$ cat config.mk
export PLATFORM = sky130hd
export DESIGN_NAME = oag_operand_address
export DESIGN_NICKNAME = d
export VERILOG_FILES = /design/src/logic/oag_pkg.sv /design/src/logic/oag_operand_address.sv
export VERILOG_INCLUDE_DIRS = /design/src /design/src/logic
export SDC_FILE = /design/constraint.sdc
export NUM_CORES = 1
export LEC_CHECK = 0
export BUFFER_PORTS_ARGS = -buffer_cell sky130_fd_sc_hd__buf_2
export CAP_MARGIN = 20
export CELL_PAD_IN_SITES_DETAIL_PLACEMENT = 0
export CELL_PAD_IN_SITES_GLOBAL_PLACEMENT = 2
export CORE_UTILIZATION = 24
export CTS_CLUSTER_DIAMETER = 120
export DETAILED_ROUTE_END_ITERATION = 6
export HOLD_SLACK_MARGIN = 0.03
export PLACE_DENSITY = 0.87
export RECOVER_POWER = 25
export SLEW_MARGIN = 15
export SYNTH_ARGS = -nofsm -noshare
export SYNTH_HDL_FRONTEND = slang
export SYNTH_SLANG_ARGS = --single-unit
$ cat constraint.sdc
create_clock -name clk_i -period 0.8 [get_ports clk_i]
set_clock_uncertainty 0.05 [all_clocks]
set_input_delay 0.08 -clock clk_i [delete_from_list [all_inputs] [get_ports clk_i]]
set_output_delay 0.08 -clock clk_i [all_outputs]
set_load 0.05 [all_outputs]
$ cat src/logic/oag_consts.svh
`ifndef OAG_CONSTS_SVH
`define OAG_CONSTS_SVH

// Address space windows and forcing patterns
`define OAG_SADDR_HIGH      7'h7f
`define OAG_SADDR_LOW_LIMIT 8'h20
`define OAG_SFR_HIGH        8'hff
`define OAG_ZERO_BYTE       8'h00

// Register codes inside one bank
`define OAG_REG_X 3'h0
`define OAG_REG_A 3'h1
`define OAG_REG_C 3'h2
`define OAG_REG_B 3'h3
`define OAG_REG_E 3'h4
`define OAG_REG_D 3'h5
`define OAG_REG_L 3'h6
`define OAG_REG_H 3'h7

// Pair codes
`define OAG_PAIR_ACC  2'h0
`define OAG_PAIR_SEC  2'h1
`define OAG_PAIR_PTRD 2'h2
`define OAG_PAIR_BASE 2'h3

`endif

$ cat src/logic/oag_pkg.sv
package oag_pkg;

    // Operand address mode requested by the decoder
    typedef enum logic [3:0]
    {
        OAG_MODE_NONE      = 4'h0,
        OAG_MODE_JUMP_ACC  = 4'h1,
        OAG_MODE_IMPLIED   = 4'h2,
        OAG_MODE_REG       = 4'h3,
        OAG_MODE_REG_PAIR  = 4'h4,
        OAG_MODE_DIRECT    = 4'h5,
        OAG_MODE_SHORT     = 4'h6,
        OAG_MODE_SFR       = 4'h7,
        OAG_MODE_INDIRECT  = 4'h8,
        OAG_MODE_BASED     = 4'h9,
        OAG_MODE_BASED_IDX = 4'ha,
        OAG_MODE_STACK     = 4'hb
    } oag_mode_t;

    // Implied operation selector
    typedef enum logic [2:0]
    {
        OAG_IMP_MULTIPLY = 3'h0,
        OAG_IMP_DIVIDE   = 3'h1,
        OAG_IMP_ADJ_ADD  = 3'h2,
        OAG_IMP_ADJ_SUB  = 3'h3,
        OAG_IMP_ROT_R    = 3'h4,
        OAG_IMP_ROT_L    = 3'h5
    } oag_implied_t;

    // Request from the instruction decoder
    typedef struct packed
    {
        logic         valid;
        oag_mode_t    mode;
        oag_implied_t implied_op;
        logic [2:0]   reg_code;
        logic [1:0]   pair_code;
        logic         index_is_b;
        logic [15:0]  imm16;
        logic [7:0]   imm8;
    } oag_req_t;

    // Result towards memory bus, register file and program counter
    typedef struct packed
    {
        logic         valid;
        logic         mem_access;
        logic [15:0]  mem_addr;
        logic         reg_access;
        logic [4:0]   reg_index;
        logic         pair_access;
        logic [3:0]   pair_index;
        logic         pc_load;
        logic [15:0]  pc_value;
        logic [4:0]   src_index;
        logic [4:0]   dst_index;
        logic         dst_is_pair;
    } oag_resp_t;

endpackage : oag_pkg

$ cat src/logic/oag_operand_address.sv
`timescale 1ns/1ps
`include "oag_consts.svh"

// Function
// - Jump through accumulator pair loads its full 16 bits into the program counter.
// - Multiply takes accumulator as multiplicand, X as operand, product to accumulator pair.
// - Word divide uses accumulator pair as dividend and quotient, with no field.
// - Decimal adjust and nibble rotate implicitly act on the accumulator.
// - Register operand picks one of eight via 3-bit code in the selected bank.
// - Codes 0..7 are X,A,C,B,E,D,L,H; pair codes 0..3 accumulator, second, pointer, base.
// - Direct mode uses the 16-bit immediate as address anywhere.
// - Short direct reaches only the 256-byte window FE20H to FF1FH.
// - Short direct bit 8 is low for 20H..FFH, high for 00H..1FH.
// - Special register mode reaches FF00H..FFCFH and FFE0H..FFFFH by 8-bit immediate.
// - Register indirect uses the current bank's pointer or base pair as address.
// - Based mode adds zero-extended byte offset to base pair, carry discarded.
// - Based indexed adds zero-extended B or C to base pair, carry discarded.
// - Push, pop, call, return and interrupt saves address memory through stack pointer.
module oag_operand_address
    import oag_pkg::*;
#(
    // Address and register file geometry
    parameter int unsigned ADDR_W   = 16,
    parameter int unsigned BANK_CNT = 4,
    parameter int unsigned REG_CNT  = 8
)
(
    // Clock and reset
    input  wire logic        clk_i,
    input  wire logic        resetn_i,
    // Decoder request
    input  wire oag_req_t    req_i,
    // Program status bank select flags
    input  wire logic        bank_select_low_i,
    input  wire logic        bank_select_high_i,
    // Register file contents of the active bank, plus the unbanked stack pointer
    input  wire logic [15:0] accumulator_pair_i,
    input  wire logic [15:0] second_pair_i,
    input  wire logic [15:0] pointer_pair_d_i,
    input  wire logic [15:0] base_pair_i,
    input  wire logic [15:0] stack_pointer_i,
    // Result
    output oag_resp_t        resp_o
);

    //**********************************************************
    // Elaboration checks
    //**********************************************************

    // The request and result structs fix these sizes; other values cannot be served
    if (ADDR_W != 16)
    begin : g_bad_addr_w
        $error("address width must be 16");
    end
    if (BANK_CNT != 4)
    begin : g_bad_bank_cnt
        $error("bank count must be 4");
    end
    if (REG_CNT != 8)
    begin : g_bad_reg_cnt
        $error("register count per bank must be 8");
    end

    //**********************************************************
    // Helpers
    //**********************************************************

    // Flat register file index: bank in the top bits, code below
    function automatic logic [4:0] reg_idx(input logic [1:0] bank_sel,
                                           input logic [2:0] code);
        reg_idx = {bank_sel, code};
    endfunction : reg_idx

    // Flat pair index, same layout as the register index
    function automatic logic [3:0] pair_idx(input logic [1:0] bank_sel,
                                            input logic [1:0] code);
        pair_idx = {bank_sel, code};
    endfunction : pair_idx

    // Zero extension plus 16-bit wrap; the carry is simply not kept
    function automatic logic [15:0] add_wrap(input logic [15:0] base,
                                             input logic [7:0]  off);
        logic [16:0] sum;
        sum      = {1'b0, base} + {9'h000, off};
        add_wrap = sum[15:0];
    endfunction : add_wrap

    // Short direct: bits 15..9 forced high, bit 8 folds low immediates upward
    function automatic logic [15:0] short_addr(input logic [7:0] imm);
        logic fold;
        fold       = (imm < `OAG_SADDR_LOW_LIMIT);
        short_addr = {`OAG_SADDR_HIGH, fold, imm};
    endfunction : short_addr

    // Special register: high byte all ones, immediate in the low byte
    function automatic logic [15:0] sfr_addr(input logic [7:0] imm);
        sfr_addr = {`OAG_SFR_HIGH, imm};
    endfunction : sfr_addr

    //**********************************************************
    // Operand sources
    //**********************************************************

    logic [1:0]  bank;
    logic [7:0]  index_byte;
    logic [15:0] pointer_addr;
    logic [15:0] based_addr;
    logic [15:0] indexed_addr;
    oag_resp_t   resp_reg;
    oag_resp_t   resp_next;

    // Bank flags come from the status word on this clock, so no synchroniser
    assign bank = {bank_select_high_i, bank_select_low_i};

    // B sits in the high byte of the second pair, C in the low byte
    assign index_byte = req_i.index_is_b ? second_pair_i[15:8]
                                         : second_pair_i[7:0];

    // Only the pointer code picks the pointer pair; any other code means base
    assign pointer_addr = (req_i.pair_code == `OAG_PAIR_PTRD) ? pointer_pair_d_i
                                                               : base_pair_i;

    // Both sums wrap at 16 bits, so a base near the top lands at the bottom
    assign based_addr   = add_wrap(base_pair_i, req_i.imm8);
    assign indexed_addr = add_wrap(base_pair_i, index_byte);

    //**********************************************************
    // Address formation
    //**********************************************************

    // One mode per request; registered so data outputs come from flops
    always_comb
    begin
        resp_next       = '0;
        resp_next.valid = req_i.valid;
        if (req_i.valid)
        begin
            unique case (req_i.mode)
                // Jump through the accumulator pair: the whole pair is the target
                OAG_MODE_JUMP_ACC:
                begin
                    resp_next.pc_load  = 1'b1;
                    resp_next.pc_value = accumulator_pair_i;
                end
                // Implied operands: the operation names them, no field does
                OAG_MODE_IMPLIED:
                begin
                    resp_next.reg_access = 1'b1;
                    unique case (req_i.implied_op)
                        OAG_IMP_MULTIPLY:
                        begin
                            resp_next.src_index   = reg_idx(bank, `OAG_REG_X);
                            resp_next.dst_index   = reg_idx(bank, `OAG_REG_A);
                            resp_next.dst_is_pair = 1'b1;
                        end
                        OAG_IMP_DIVIDE:
                        begin
                            resp_next.src_index   = reg_idx(bank, `OAG_REG_X);
                            resp_next.dst_index   = reg_idx(bank, `OAG_REG_X);
                            resp_next.dst_is_pair = 1'b1;
                        end
                        default:
                        begin
                            // Adjust and rotate act on the accumulator byte
                            resp_next.src_index = reg_idx(bank, `OAG_REG_A);
                            resp_next.dst_index = reg_idx(bank, `OAG_REG_A);
                        end
                    endcase
                end
                // Byte register inside the active bank
                OAG_MODE_REG:
                begin
                    resp_next.reg_access = 1'b1;
                    resp_next.reg_index  = reg_idx(bank, req_i.reg_code);
                end
                // Register pair inside the active bank
                OAG_MODE_REG_PAIR:
                begin
                    resp_next.pair_access = 1'b1;
                    resp_next.pair_index  = pair_idx(bank, req_i.pair_code);
                end
                // Full 16-bit address straight from the instruction
                OAG_MODE_DIRECT:
                begin
                    resp_next.mem_access = 1'b1;
                    resp_next.mem_addr   = req_i.imm16;
                end
                // Low immediates fold onto FF00H..FF1FH, others onto FE20H..FEFFH
                OAG_MODE_SHORT:
                begin
                    resp_next.mem_access = 1'b1;
                    resp_next.mem_addr   = short_addr(req_i.imm8);
                end
                // FFD0H..FFDFH is not decoded out; the decoder never emits it
                OAG_MODE_SFR:
                begin
                    resp_next.mem_access = 1'b1;
                    resp_next.mem_addr   = sfr_addr(req_i.imm8);
                end
                // Pair contents used as the address, whole space reachable
                OAG_MODE_INDIRECT:
                begin
                    resp_next.mem_access = 1'b1;
                    resp_next.mem_addr   = pointer_addr;
                end
                // Base pair plus instruction offset
                OAG_MODE_BASED:
                begin
                    resp_next.mem_access = 1'b1;
                    resp_next.mem_addr   = based_addr;
                end
                // Base pair plus B or C
                OAG_MODE_BASED_IDX:
                begin
                    resp_next.mem_access = 1'b1;
                    resp_next.mem_addr   = indexed_addr;
                end
                // Range is software's duty; address passes through as is
                OAG_MODE_STACK:
                begin
                    resp_next.mem_access = 1'b1;
                    resp_next.mem_addr   = stack_pointer_i;
                end
                // No mode or an unused code: answered, but nothing is accessed
                default:
                begin
                    resp_next.valid = 1'b1;
                end
            endcase
        end
    end

    //**********************************************************
    // Output register
    //**********************************************************

    always_ff @(posedge clk_i or negedge resetn_i)
    begin
        if (!resetn_i)
        begin
            resp_reg <= '0;
        end
        else
        begin
            resp_reg <= resp_next;
        end
    end

    assign resp_o = resp_reg;

endmodule : oag_operand_address

==> flow_metrics.env <==
export IMPL_status="finished, violations left"
export IMPL_failed_checks="negative hold slack, negative setup slack"
export IMPL_design_die_area_mm2=0.0133
export IMPL_vias_per_cell=4.83
export IMPL_yosys_area_top_type="dfrtp_1"
export IMPL_path_max_fanout=6
export IMPL_pre_cts_ws_ns=-1.66
export IMPL_dr_pass1_iters=4
export IMPL_powerDensity_mw_per_mm2=1280
export IMPL_htreeDepth=2
export IMPL_grt_pass1_wl_mm=19.7
export IMPL_power_frac_comb_pct=35.2
export IMPL_power_frac_seq_pct=33.4
export IMPL_setup_viol_count_final=124
export IMPL_coreArea_mm2=0.0126
export IMPL_antenna_found_initial=0
export IMPL_setup_slack_ns=-1.37
export IMPL_final_nets=739
export IMPL_ios=179
export IMPL_cts_root_buf="clkbuf_16"
export IMPL_async_flop_share_pct=100
export IMPL_drc=0
export IMPL_grt_pass1_vias=3722
export IMPL_vias=3755
export IMPL_switchingPower_mw=2.48
export IMPL_die_w_um=116
export IMPL_swShare_pct=31.0
export IMPL_synthTopCellsByArea="dfrtp_1 (41%), mux2i_1 (7.1%), ha_1 (4.5%)"
export IMPL_drive_gt1_share_pct=58.7
export IMPL_hold_depth=2
export IMPL_die_y_um=116
export IMPL_largest_reg_flops=51
export IMPL_setup_tns_ns=-29.78
export IMPL_min_period_ns=2.17
export IMPL_report_final_slew_viol_count=0
export IMPL_hp_start="req_i[32]"
export IMPL_antenna_cells=0
export IMPL_grt_max_degree=24
export IMPL_yosys_warnings=0
export IMPL_synthMostInstantiatedCell="dfrtp_1"
export IMPL_hold_viol=1
export IMPL_place_congestion=0.897
export IMPL_drt_wl_total_mm=13.6
export IMPL_finalCritPeriodShare_pct=271
export IMPL_grt_use_total_pct=19.5
export IMPL_crit_start="req_i[35]"
export IMPL_final_antenna_net_count=0
export IMPL_postCtsHoldBufs=28
export IMPL_wl_per_cell_um=17.5
export IMPL_cts_reportedPaths_clkPinSlew_ns=0.08
export IMPL_ys_dominant_reg_cell="dfrtp_1"
export IMPL_rows=41
export IMPL_clockBufferDepth=2
export IMPL_rsz0062_at_grt="yes"
export IMPL_synthDistinctLibCells=50
export IMPL_arrival_ns=2.35
export IMPL_crit_path_start_kind="input port"
export IMPL_final_util_pct=49.9
export IMPL_timing_hold_ws_ns=-0.0660
export IMPL_cap_violations=0
export IMPL_initialDrtViolationCount=262
export IMPL_hold_class="input port to flop"
export IMPL_vdd_drop_max_mv=0.848
export IMPL_initial_core_util_pct=24.6
export IMPL_syn_avg_cell_area_um2=9.48
export IMPL_synthCells=326
export IMPL_fin_area_mm2=0.00627
export IMPL_critPathKind="input port to flop"
export IMPL_power_total_mw=8.00
export IMPL_whs_endpoint="resp_o[0]$_DFF_PN0_"
export IMPL_leakage_nw=3.03
export IMPL_dp_cells=717
export IMPL_synth_common_cells="dfrtp_1 (51), a21oi_1 (25), mux2i_1 (22)"
export IMPL_overflow=0
export IMPL_fmax_mhz=461
export IMPL_synth_ff_latch_count=51
export IMPL_port_buffers=174
export IMPL_slew_headroom_pct=55.0
export IMPL_synth_top_cell_area_share_pct=41.3
export IMPL_dp_hpwl_mm=9.43
export IMPL_clkPwrFrac_pct=31.4
export IMPL_endpoint_kind="flop"
export IMPL_tritoncts="done"
export IMPL_area_growth_pct=103
export IMPL_worst_pin_slew_ns=0.673
export IMPL_p_int_mw=5.53
export IMPL_final_cells=778
export IMPL_syn_area_mm2=0.00309
export IMPL_cts_sinks=51
export IMPL_cts_buffers=5
export IMPL_critPathRequiredTime_ns=0.99
export IMPL_dpl_cell_area_mm2=0.00477
export IMPL_yosysSeqAreaShare_pct=41.3
export IMPL_synth_edf_count=0
## worst max-delay path by stage
stage / end / slack, ns / cells past startpoint
after floorplan: resp_o[50]$_DFF_PN0_ / -1.42 / 11
after global placement: resp_o[51]$_DFF_PN0_ / -1.60 / 13
after detailed placement: resp_o[49]$_DFF_PN0_ / -1.66 / 13
after CTS: resp_o[54]$_DFF_PN0_ / -1.32 / 13
after global routing: resp_o[54]$_DFF_PN0_ / -1.45 / 13
final: resp_o[54]$_DFF_PN0_ / -1.37 / 13
## kinds of logic after synthesis
| family | share of synthesized area [%] |
|---|---|
| DFF | 41.3 |
| buffers and inverters | 5.06 |
| muxes | 8.22 |
| AOI/OAI and AO/OA | 16.8 |
| and+or+nand+nor | 21.4 |
| adders and majority gates | 5.10 |
| other | 0.121 |
| xor gates and xnor gates | 1.98 |
## power groups by stage
stage | clock (mW) | combinational [mW] | sequential, mW
global route | 2.67 | 3.00 | 2.67
detailed placement | 0 | 2.05 | 2.70
floorplan | 0 | 0.869 | 2.92
finish | 2.51 | 2.82 | 2.67
CTS | 2.55 | 2.53 | 2.67
global placement | 0 | 2.03 | 2.70
## critical path: stages
cell and delay [ns]:
buf_8 0.10, nand2b_4 0.14, nor3_4 0.11, buf_6 0.16
buf_12 0.13, buf_12 0.11, a21oi_4 0.06, ha_4 0.30
nand4_1 0.18, a211oi_4 0.29, nor3_4 0.11, or4_1 0.49
nand3_1 0.08
## placed cells by master (no fill, tap or decap), types with 7 or more instances in the layout
cell | synthesis | final
buf_2 | 5 | 115
buf_4 | 7 | 66
buf_6 | 0 | 65
dfrtp_1 | 51 | 49
dlygate4sd3_1 | 0 | 27
mux2i_1 | 22 | 22
nand3_1 | 19 | 16
nand2_1 | 17 | 15
and2_1 | 20 | 13
a21oi_1 | 25 | 11
buf_12 | 0 | 10
nor2_1 | 18 | 9
and2_4 | 1 | 8
and3_1 | 11 | 8
a21oi_4 | 0 | 7
a21oi_2 | 0 | 7
o221ai_1 | 7 | 7
## per-layer routing
metal	vias up	GRT usage, %	part of all wire, %
met5	-	0	0
met3	28	2.82	6.9
li1	1748	-	-
met1	1797	24.7	40
met4	0	7.62	2.9
met2	182	33.5	50
## final cells by class
type                    instances  area, µm²
well taps                     172        215
clock buffers                   5        125
flip-flops and latches         51       1280
clock inverters                 3       46.3
repair buffers                290       2380
multi-input cells             247       2180
inverters                      10       47.5
fillers                      1078       6290
## what timing repair did
item / CTS / global route
endpoints found under the hold margin: 83 / 2
setup buffers: 15 / 13
setup endpoints to repair: 97 / 98
pin swaps: 32 / 38
resized for setup: 159 / 55
gates cloned: 4 / 0
Power figures use the tool's default switching activity.
